### src/design/rsi_pkg.sv
/*
  package of the reset-state initializer: widths, reset values and
  the record of initial conditions that goes out to the rest of the chip.
  assumes one system clock and a synchronous active-low power-on reset.
*/
package rsi_pkg;

  // ----------------------------------------------------------------
  // widths
  // ----------------------------------------------------------------
  localparam int unsigned PORT_W  = 8;
  localparam int unsigned INT_W   = 8;
  localparam int unsigned SP_W    = 4;
  localparam int unsigned PC_LOW_W = 8;
  localparam int unsigned SYNC_W  = 2;

  // ----------------------------------------------------------------
  // reset values
  // ----------------------------------------------------------------
  localparam logic [PORT_W-1:0] PORT_DATA_RST   = 8'hFF;
  localparam logic [PORT_W-1:0] PORT_DIR_RST    = 8'hFF;
  localparam logic [PORT_W-1:0] PORT_PULLUP_RST = 8'h00;
  localparam logic [INT_W-1:0]  INT_ENABLE_RST  = 8'h00;
  localparam logic [SP_W-1:0]   STACK_PTR_TOP   = 4'hF;
  localparam logic [SP_W-1:0]   STACK_PTR_ZERO  = 4'h0;
  localparam logic [PC_LOW_W-1:0] PC_LOW_RST    = 8'h00;

  // ----------------------------------------------------------------
  // synchroniser bit positions
  // ----------------------------------------------------------------
  localparam int unsigned SYNC_PIN = 0;
  localparam int unsigned SYNC_LOW_VOLTAGE = 1;

  // ----------------------------------------------------------------
  // types
  // ----------------------------------------------------------------
  typedef enum logic [2:0] {
    ST_RUN     = 3'b001,
    ST_APPLY   = 3'b010,
    ST_RELEASE = 3'b100
  } rsi_state_type;

  typedef enum logic [1:0] {
    KIND_POR      = 2'h0,
    KIND_PIN      = 2'h1,
    KIND_WDT_RUN  = 2'h2,
    KIND_WDT_STBY = 2'h3
  } rsi_kind_type;

  typedef struct packed {
    logic              load_defaults;
    logic [INT_W-1:0]  int_enable;
    logic              timer_on;
    logic              wdt_clear;
    logic [PORT_W-1:0] port_data;
    logic [PORT_W-1:0] port_dir;
    logic [PORT_W-1:0] port_pullup;
    logic [SP_W-1:0]   stack_ptr;
    logic [PC_LOW_W-1:0] program_counter_low_byte;
  } rsi_init_type;

  localparam rsi_init_type INIT_IDLE = '{
    load_defaults: 1'b0, int_enable: INT_ENABLE_RST, timer_on: 1'b0,
    wdt_clear: 1'b0, port_data: PORT_DATA_RST, port_dir: PORT_DIR_RST,
    port_pullup: PORT_PULLUP_RST, stack_ptr: STACK_PTR_TOP,
    program_counter_low_byte: PC_LOW_RST};

endpackage

### src/design/rsi_top.sv
/*
  reset-state initializer: picks the initial conditions of the chip for
  each reset cause, keeps the time-out and power-down flags, holds the
  processor until the values are applied and then releases it to fetch.
  assumes the watchdog, sleep and standby signals come from system-clock
  logic, and the external pin and low-voltage detector are asynchronous.
*/
`timescale 1ns/10ps
`default_nettype none

module rsi_top
  import rsi_pkg::*;
(
  // clock and reset
  input  wire logic   SYS_CLK,
  input  wire logic   RST_B,
  // reset sources
  input  wire logic   EXTERNAL_RESET_PIN_B,
  input  wire logic   LOW_VOLTAGE_RESET,
  input  wire logic   WDT_TIMEOUT,
  input  wire logic   STANDBY_MODE,
  // flag control from the processor
  input  wire logic   SLEEP_ENTER,
  input  wire logic   FLAGS_CLEAR,
  // status flags
  output var  logic   TIMEOUT_FLAG,
  output var  logic   POWER_DOWN_FLAG,
  // initial conditions to the chip
  output var  rsi_init_type INIT_STATE,
  output var  logic   INIT_STROBE,
  output var  logic   CPU_HOLD,
  output var  logic   FETCH_START,
  output var  logic   WDT_RUN
);

  // ----------------------------------------------------------------
  // source synchronisation
  // ----------------------------------------------------------------
  logic [SYNC_W-1:0] src_sync;
  logic [SYNC_W-1:0] src_idle;

  // idle levels: pin high, low-voltage request low
  assign src_idle = SYNC_W'(1) << SYNC_PIN;

  rsi_sync i_rsi_sync (
    .clk        (SYS_CLK),
    .rst_b      (RST_B),
    .async_in   ({LOW_VOLTAGE_RESET, EXTERNAL_RESET_PIN_B}),
    .idle_level (src_idle),
    .sync_out   (src_sync)
  );

  logic pin_ev;
  logic wdt_ev;
  // pin is active low, inverted only after both flip-flops
  assign pin_ev = ~src_sync[SYNC_PIN] | src_sync[SYNC_LOW_VOLTAGE];
  assign wdt_ev = WDT_TIMEOUT;

  // ----------------------------------------------------------------
  // state and flags
  // ----------------------------------------------------------------
  rsi_state_type state;
  rsi_state_type next_state;
  rsi_kind_type  kind;
  rsi_kind_type  next_kind;
  logic          next_timeout_flag;
  logic          next_power_down_flag;
  rsi_init_type  next_init_state;
  logic          next_init_strobe;
  logic          next_cpu_hold;
  logic          next_fetch_start;
  logic          next_wdt_run;

  function automatic rsi_init_type init_for(input rsi_kind_type k);
    rsi_init_type v;
    v = INIT_IDLE;
    if (k == KIND_WDT_STBY) begin
      v.load_defaults = 1'b0;
      v.stack_ptr     = STACK_PTR_ZERO;
    end else begin
      v.load_defaults = 1'b1;
      v.int_enable    = INT_ENABLE_RST;
      v.timer_on      = 1'b0;
      v.wdt_clear     = 1'b1;
      v.port_data     = PORT_DATA_RST;
      v.port_dir      = PORT_DIR_RST;
      v.port_pullup   = PORT_PULLUP_RST;
      v.stack_ptr     = STACK_PTR_TOP;
    end
    v.program_counter_low_byte = PC_LOW_RST;
    return v;
  endfunction

  always_comb begin
    next_state           = state;
    next_kind            = kind;
    next_timeout_flag    = TIMEOUT_FLAG & ~FLAGS_CLEAR;
    next_power_down_flag = (POWER_DOWN_FLAG & ~FLAGS_CLEAR) | SLEEP_ENTER;
    next_init_state      = INIT_STATE;
    next_init_strobe     = 1'b0;
    next_cpu_hold        = CPU_HOLD;
    next_fetch_start     = 1'b0;
    next_wdt_run         = WDT_RUN;
    if (pin_ev) begin
      next_state = ST_APPLY;
      next_kind  = KIND_PIN;
      next_timeout_flag    = TIMEOUT_FLAG;
      next_power_down_flag = POWER_DOWN_FLAG;
    end else if (wdt_ev) begin
      next_state        = ST_APPLY;
      next_timeout_flag = 1'b1;
      if (STANDBY_MODE) begin
        next_kind            = KIND_WDT_STBY;
        next_power_down_flag = 1'b1;
      end else begin
        next_kind            = KIND_WDT_RUN;
        next_power_down_flag = POWER_DOWN_FLAG;
      end
    end else begin
      case (state)
        ST_RUN: begin
          next_state = ST_RUN;
        end
        ST_APPLY: begin
          next_state       = ST_RELEASE;
          next_init_state  = init_for(kind);
          next_init_strobe = 1'b1;
          next_wdt_run     = 1'b0;
        end
        ST_RELEASE: begin
          next_state       = ST_RUN;
          next_cpu_hold    = 1'b0;
          next_fetch_start = 1'b1;
          next_wdt_run     = 1'b1;
          next_init_state.wdt_clear = 1'b0;
        end
        default: begin
          next_state = ST_APPLY;
          next_kind  = KIND_POR;
        end
      endcase
    end
    if (next_state == ST_APPLY) begin
      next_cpu_hold = 1'b1;
    end
  end

  always_ff @(posedge SYS_CLK) begin
    if (!RST_B) begin
      state           <= ST_APPLY;
      kind            <= KIND_POR;
      TIMEOUT_FLAG    <= 1'b0;
      POWER_DOWN_FLAG <= 1'b0;
      INIT_STATE      <= INIT_IDLE;
      INIT_STROBE     <= 1'b0;
      CPU_HOLD        <= 1'b1;
      FETCH_START     <= 1'b0;
      WDT_RUN         <= 1'b0;
    end else begin
      state           <= next_state;
      kind            <= next_kind;
      TIMEOUT_FLAG    <= next_timeout_flag;
      POWER_DOWN_FLAG <= next_power_down_flag;
      INIT_STATE      <= next_init_state;
      INIT_STROBE     <= next_init_strobe;
      CPU_HOLD        <= next_cpu_hold;
      FETCH_START     <= next_fetch_start;
      WDT_RUN         <= next_wdt_run;
    end
  end
endmodule
`default_nettype wire

### src/design/rsi_sync.sv
/*
  two-stage synchroniser for reset-source pins.
  assumes inputs arrive from outside the system clock domain.
*/
`timescale 1ns/10ps
`default_nettype none

module rsi_sync
  import rsi_pkg::*;
(
  // clock and reset
  input  wire logic              clk,
  input  wire logic              rst_b,
  // raw and synchronised levels
  input  wire logic [SYNC_W-1:0] async_in,
  input  wire logic [SYNC_W-1:0] idle_level,
  output var  logic [SYNC_W-1:0] sync_out
);

  logic [SYNC_W-1:0] stage1;
  logic [SYNC_W-1:0] next_stage1;
  logic [SYNC_W-1:0] next_sync_out;

  always_comb begin
    next_stage1   = async_in;
    next_sync_out = stage1;
  end

  genvar g;
  generate
    for (g = 0; g < SYNC_W; g++) begin : g_bit
      // both stages preload the idle level; raw levels pass through
      always_ff @(posedge clk) begin
        if (!rst_b) begin
          stage1[g]   <= idle_level[g];
          sync_out[g] <= idle_level[g];
        end else begin
          stage1[g]   <= next_stage1[g];
          sync_out[g] <= next_sync_out[g];
        end
      end
    end
  endgenerate

endmodule
`default_nettype wire

### config.mk
export PLATFORM = sky130hd
export DESIGN_NAME = rsi_top
export DESIGN_NICKNAME = d
export VERILOG_FILES = /design/src/design/rsi_pkg.sv /design/src/design/rsi_top.sv /design/src/design/rsi_sync.sv
export SDC_FILE = /design/constraint.sdc
export NUM_CORES = 1
export LEC_CHECK = 0
export BUFFER_PORTS_ARGS = -buffer_cell sky130_fd_sc_hd__buf_2
export CAP_MARGIN = 20
export CELL_PAD_IN_SITES_DETAIL_PLACEMENT = 0
export CELL_PAD_IN_SITES_GLOBAL_PLACEMENT = 1
export CORE_MARGIN = 10
export CORE_UTILIZATION = 32
export DETAILED_ROUTE_END_ITERATION = 12
export PLACE_DENSITY_LB_ADDON = 0.1
export SKIP_LAST_GASP = 1
export SLEW_MARGIN = 0
export SYNTH_ARGS = -nofsm -noshare
export SYNTH_HDL_FRONTEND = slang
export SYNTH_SLANG_ARGS = --single-unit
### constraint.sdc
create_clock -name SYS_CLK -period 3.3 [get_ports SYS_CLK]
set_clock_uncertainty 0.05 [all_clocks]
set_input_delay 0.495 -clock SYS_CLK [delete_from_list [all_inputs] [get_ports SYS_CLK]]
set_output_delay 0.495 -clock SYS_CLK [all_outputs]
set_load 0.005 [all_outputs]
[Word level (Yosys, flattened, before mapping)]
Index checks and enable logic that the tools add are counted.
Widths: inputs -> output; s select.
Word-level totals
  bits in registers: 54
Cells by class
  eq/ne operators: 8
  mux-type cells: 17
  bitwise logic cells: 9
  reductions and logical operators: 10
Operators with widths (number)
  $mux 25: 1
  $reduce_and 3->1: 3
  $mux 1: 8
  $eq 3x2->1 const B: 2
  $mux 3: 2
  $pmux 3 s2: 1
  $reduce_or 2->1: 3
  $reduce_or 3->1: 2
  $not 1->1: 5
  $mux 2: 2
  $mux 4: 1
  $ne 2x1->1 const B: 2
  $pmux 1 s2: 2
  $eq 3x1->1 const B: 1
  $eq 3x3->1 const B: 1
  $ne 3x1->1 const B: 1
  $and 1x1->1: 2
  $eq 2x2->1 const B: 1
  $or 1x1->1: 2
  $reduce_and 2->1: 1
  $reduce_bool 2->1: 1

[Logic depth before layout (Yosys ltp)]
Gate-level depths: netlist of run 1.
  word-level depth: 7
  gate-level depth with buffers: 4
  depth with buffers taken out: 3

[Modules after synthesis]
Synthesis of run 1 repeated with hierarchy kept, for this count alone.
Second synthesis, totals
  cell total of the unflattened synthesis: 113
  area, all modules: 1034.7 um^2
Modules (own cells, without submodules)
  rsi_top: instances 1, cells an instance 105, area an instance 909.6 um^2, sequential area each 280.3 um^2
  rsi_sync: instances 1, cells an instance 8, area an instance 125.1 um^2, sequential area each 80.1 um^2

[Worst setup path before layout of run 1]
OpenSTA, ideal clock, no wires.
  path type: input to register
  start point: in WDT_TIMEOUT
  end point: reg INIT_STATE[10] (netlist name)
  library setup time: 0.130 ns
  arrival time: 1.184 ns
  path slack: 1.935 ns
  stages: 4
  buffers on the path: 1
  cell sequence: buf_6 > nor3b_4 > and4_1 > o21ai_1
Between the ends
  word-level cells in the longest chain between the ends: 2
Ends and longest elaborated chain
  from (decl): line rsi_top.sv:20  | input wire logic WDT_TIMEOUT,
  $not 1->1 (no line)
  $reduce_and 3->1 (no line)
  to (signal assigned): line rsi_top.sv:164  | INIT_STATE <= next_init_state;
  to (decl): line rsi_top.sv:29  | output var rsi_init_type INIT_STATE,
Every way passes these cells.
A chain may end at the register's enable or synchronous reset.

==> results_dict.tcl, run 1 <==
set metrics [dict create \
    synth-async-reset-ratio_pct 0 \
    yosysWarnings 0 \
    rows 20 \
    clkPwrFrac_pct 31.1 \
    synth_top_cells_by_count "44 x buf_4, 18 x dfxtp_1, 5 x a21oi_1, 5 x nand2b_1, 4 x and2_1" \
    cts_max_level 1 \
    finalNetCount 139 \
    ys_types 28 \
    finalHoldViolations 0 \
    route.detailed.wl_per_inst_um 11.2 \
    ios 61 \
    power_density_mw_per_mm2 421 \
    postSynthAreaPerCell_um2 9.03 \
    syn-instance-count 114 \
    grt_max_degree 12 \
    area_growth_pct -1.21 \
    p_total_uw 428 \
    drv_cap 0 \
    startpoint_type "flip-flop" \
    cp.required_ps 2750 \
    cts_made_buffers 3 \
    clock_path_buffers 2 \
    post_cts_buffers 0 \
    p_sw_uw 110 \
    grt_pass1_vias 644 \
    worst_path_max_delay_cell "dfxtp_1" \
    syn_area_mm2 0.00103 \
    wirelength_mm 1.96 \
    finalMaxSlewViolations 0 \
    post_cts_resized 0 \
    clk_latency_ps 290 \
    synth_top_area_cell "dfxtp_1" \
    hold_class "input pin to flip-flop" \
    cts_hold_buf 0 \
    synthTopCellsByArea "dfxtp_1 35%, buf_4 32%, nand2b_1 3.0%" \
    routabilityCongestion 0.707 \
    ys_seq_area_share_pct 35.0 \
    critical_path_class "flip-flop to primary output" \
    switching_share_pct 25.6 \
    cp_max_fo 5 \
    drive_gt1_share_pct 20.8 \
    drtPass1Iterations 4 \
    vias 630 \
    drt-vias-per-instance 3.62 \
    combinationalPowerShare_pct 13.7 \
    grt_util_all_layers_pct 6.50 \
    synth_edf_count 0 \
    antenna_found_initial 0 \
    critPathMaxStageDelay_ps 400 \
    num_antenna_cells 0 \
    die_height_um 76.7 \
    setup-tns-final_ps 0 \
    stdcell_area_mm2 0.00102 \
    ys_seq_elements 18 \
    max-vdd-ir-drop_v 0.000233 \
    rsz0062_at_grt "false" \
    min_period_ps 1370 \
    root_buffer "clkbuf_4" \
    fmax_ghz 0.730 \
    power_frac_seq_pct 55.2 \
    fp.dieArea_mm2 0.00589 \
    placed_area_um2 981 \
    clock_sinks 18 \
    io_buffer_count 19 \
    synth_most_common_cell "buf_4" \
    crit_arrival_ps 820 \
    antenna_left 0 \
    p_int_uw 319 \
    period_share_pct 41.5 \
    die_x_um 76.7 \
    coreArea_mm2 0.00308 \
    synth_top_flop_cell "dfxtp_1" \
    yosys.area.top_type_share_pct 35.0 \
    hpwl_mm 1.67 \
    cts_tree "yes" \
    drc 0 \
    finalSetupViolCount 0 \
    final.fill_count 349 \
    end_kind "primary output" \
    path_delay_family "flip-flops" \
    gr-total-overflow 0 \
    status "complete, no violations" \
    cp_cell_sequence "buf_2" \
    cp_num_buf_inv 1 \
    clk_pin_slew_ps 100 \
    drtIter0Drc 18 \
    grt_pass1_wl_mm 3.17 \
    start_util_pct 33.5 \
    leakage_nw 0.502 \
]
[stage by stage]
step                setup slack [ps]  hold slack, ps  instances  utilization [%]
floorplan                       1940             336        153                -
global placement                1810             350        170             31.9
detailed placement              1790             349        170             31.9
CTS                             1890             313        174             33.0
global route                    1860             318        174             33.0
finish                          1930             332        174             33.0
[worst paths after layout]
kind / startpoint / endpoint / slack [ps] / cells after the start
hold / removal: EXTERNAL_RESET_PIN_B / i_rsi_sync.next_sync_out[0] / 330 / 2
setup / recovery: INIT_STATE[10] / INIT_STATE[8] / 1930 / 1
hold reg to reg: i_rsi_sync.next_sync_out[0] / i_rsi_sync.sync_out[0] / 370 / 1
setup reg to reg: state[1] / INIT_STATE[36] / 2030 / 3
[sequential cells by signal, summed over array words and instances (netlist names)]
register                  cells
WDT_RUN                       1
INIT_STATE                    3
kind                          2
TIMEOUT_FLAG                  1
state                         3
i_rsi_sync.next_sync_out      2
POWER_DOWN_FLAG               1
CPU_HOLD                      1
i_rsi_sync.sync_out           2
INIT_STROBE                   1
FETCH_START                   1
[cells by family (layout without fill, tap and decap cells)]
| family | Yosys count | after routing | synth area share (%) |
|---|---|---|---|
| buffers and inverters | 48 | 25 | 34.3 |
| other | 2 | 41 | 0.729 |
| DFF | 18 | 18 | 35.0 |
| and+or+nand+nor | 28 | 28 | 18.2 |
| AOI/OAI and AO/OA | 16 | 16 | 10.1 |
| xor gates and xnor gates | 2 | 2 | 1.70 |
[routing by layer]
layer	GRT usage (%)	part of all wire (%)	vias to the layer above
met5	0	0	-
met4	1.67	0.46	0
met3	3.96	8.7	2
met2	10.4	49	31
met1	7.10	42	274
li1	-	-	323
[worst register-to-register path, delay by kind of cell (launching register included)]
family             cells  cell delay (ps)
DFF                    1              410
and+or+nand+nor        2              460
AOI/OAI and AO/OA      1              260
[layout by cell type (no fill, tap or decap)]
cell	instances
and4_1	1
o21ai_0	3
o31a_1	1
o21ai_1	1
nor3b_4	1
nand2b_1	5
dfxtp_1	18
nand3_1	1
nor3_1	3
and2_1	4
nor3b_2	2
clkbuf_4	3
nor2b_1	1
nor2_1	3
clkbuf_8	1
nor3_2	1
o21a_1	2
a21oi_1	5
a21boi_1	2
o311a_1	1
and3_1	2
nor3b_1	1
inv_1	2
a41o_1	1
nand2_1	3
conb_1	41
buf_2	19
xnor2_1	2
[layout make-up]
| cell class | count | area (um^2) | share of cell area [%] |
|---|---|---|---|
| inverters | 2 | 7.51 | 0.738 |
| well taps | 44 | 55.1 | 5.41 |
| clock buffers | 4 | 36.3 | 3.57 |
| flip-flops and latches | 18 | 360 | 35.4 |
| multi-input cells | 87 | 463 | 45.5 |
| repair buffers | 19 | 95.1 | 9.35 |
[power by group through the flow]
stage,clock network (mW),registers (mW),logic [mW]
after floorplan,0,0.241,0.0772
after global placement,0,0.242,0.0576
after detailed placement,0,0.241,0.0574
after CTS,0.144,0.237,0.0574
after global routing,0.152,0.238,0.0687
final,0.133,0.236,0.0588
(Power assumes the default switching activity.)
==> run 2: changes to the inputs <==
- CORE_UTILIZATION: 32 -> 27
- clock period: 3.3 -> 1.1 ns (I/O delays scaled with it)
==> run 2 against run 1 <==
The run now ends with setup timing left. Clock power rose to 4.1 times the previous value. Count of clock-buffer cells in the layout did not move. Utilization decreased by 0.75 points. Sequential cell count did not move. Routed wire length grew 12%.
==> results_dict.tcl, run 2 (synthesis results as in run 1) <==
set metrics [dict create \
    routabilityCongestion 0.710 \
    finalHoldViolations 0 \
    hold_class "input pin to flip-flop" \
    cts_tree "yes" \
    cts_max_level 1 \
    clock_path_buffers 2 \
    gr-total-overflow 0 \
    drt-vias-per-instance 3.63 \
    coreArea_mm2 0.00366 \
    status "complete, but fails checks" \
    use_met1_pct 6.07 \
    fin_util_pct 32.3 \
    fp.dieArea_mm2 0.00668 \
    clock_sinks 18 \
    drv_cap 0 \
    drc 0 \
    rows 22 \
    setup_slack_ps -46.2 \
    grt-busiest-layer "met2" \
    max-vdd-ir-drop_v 0.000624 \
    final_common_cell "conb_1" \
    startpoint "i_rsi_sync.sync_out[1]" \
    end_kind "flip-flop" \
    reg2reg_from "i_rsi_sync.sync_out[1]" \
    mostFrequentLayoutCells "41 x conb_1, 19 x buf_2, 13 x dfxtp_1, 8 x buf_4, 5 x nand2b_1" \
    period_share_pct 104 \
    violations "setup timing" \
    drtPass1Iterations 2 \
    cts_hold_buf 0 \
    clk_latency_ps 260 \
    post-place-ws_ps -87.5 \
    cp.required_ps 1210 \
    vias 682 \
    timing.reg2reg.setup_slack_ps -50 \
    root_buffer "clkbuf_8" \
    grt_use_met3_pct 3.93 \
    drtIter0Drc 13 \
    cp_max_fo 4 \
    min_period_ps 1150 \
    critical_path_class "flip-flop to flip-flop" \
    num_antenna_cells 0 \
    die_x_um 81.8 \
    top_regs "INIT_STATE (3), state (3)" \
    drive_gt1_share_pct 35.0 \
    die_height_um 81.8 \
    rsz0062_at_grt "true" \
    finalNetCount 149 \
    crit_arrival_ps 1260 \
    ios 61 \
    antenna_left 0 \
    finalMaxSlewViolations 0 \
    met2_usage_pct 11.4 \
    startpoint_type "flip-flop" \
    grt_util_all_layers_pct 6.43 \
    clk_pin_slew_ps 70 \
    leakage_nw 0.579 \
    io_buffer_count 19 \
    area_growth_pct 14.8 \
    antenna_found_initial 0 \
    route.detailed.wl_per_inst_um 11.6 \
    power_density_mw_per_mm2 1260 \
    wirelength_mm 2.19 \
    finalSetupViolCount 4 \
    cts_made_buffers 3 \
    grt_pass1_vias 744 \
    grt_max_degree 11 \
    final.fill_count 425 \
    start_util_pct 28.1 \
    hpwl_mm 1.81 \
    fmax_ghz 0.872 \
    min_from "EXTERNAL_RESET_PIN_B" \
    grt_pass1_wl_mm 3.37 \
]
## run 2: changes by cell type in the layout (fill, tap and decap cells not counted), moves of 3 or more
cell,before,now
a21oi_1,5,2
a21oi_2,0,3
buf_4,0,8
clkbuf_4,3,0
clkbuf_8,1,4
dfxtp_1,18,13
dfxtp_4,0,3
## run 2: per-stage QoR
stage / cell area (um^2) / TNS, ps / hold slack (ps) / power (mW) / instances
floorplan: 1180 / -4.12 / 216 / 0.958 / 153
global placement: 1050 / -346 / 296 / 0.929 / 182
detailed placement: 1050 / -404 / 304 / 0.931 / 182
CTS: 1160 / -82.9 / 26.9 / 1.51 / 188
global route: 1180 / -800 / 43.5 / 1.58 / 188
finish: 1180 / -88.4 / 32.6 / 1.49 / 188
## run 2: worst paths after layout
check,endpoint,cells after the start
setup reg to reg,state[0],3
hold / removal,i_rsi_sync.next_sync_out[0],2
setup / recovery,state[0],3
hold reg to reg,i_rsi_sync.sync_out[0],1
## run 2: routing by layer
| metal | part of all wire [%] | vias up |
|---|---|---|
| met5 | 0 | - |
| met4 | 1.1 | 0 |
| met3 | 13 | 5 |
| met2 | 49 | 35 |
| met1 | 37 | 304 |
| li1 | - | 338 |
## run 2: critical path: stages (launching register included)
cell,delay (ps)
dfxtp_2,340
nand2b_1,240
nor3_4,200
nor3b_1,220
## run 2: final cells by class
class	instances	area, um^2	area share [%]
repair buffers	29	178	15.0
flip-flops and latches	18	374	31.6
multi-input cells	87	508	43.0
inverters	2	7.51	0.635
clock buffers	4	55.1	4.66
well taps	48	60.1	5.08
## run 2: power breakdown
part	leakage (nW)	internal [mW]	switching [mW]	total (mW)
combinational	0.401	0.107	0.127	0.234
clock	0.0288	0.318	0.228	0.546
sequential	0.150	0.684	0.0249	0.709
total	0.579	1.11	0.379	1.49
## run 2: what timing repair did
| item | 4_1_cts | 5_1_grt |
|---|---|---|
| buffers inserted | 2 | 0 |
| endpoints found under the setup margin | 9 | 12 |
| gates resized for setup | 12 | 7 |
| pin swaps | 1 | 7 |
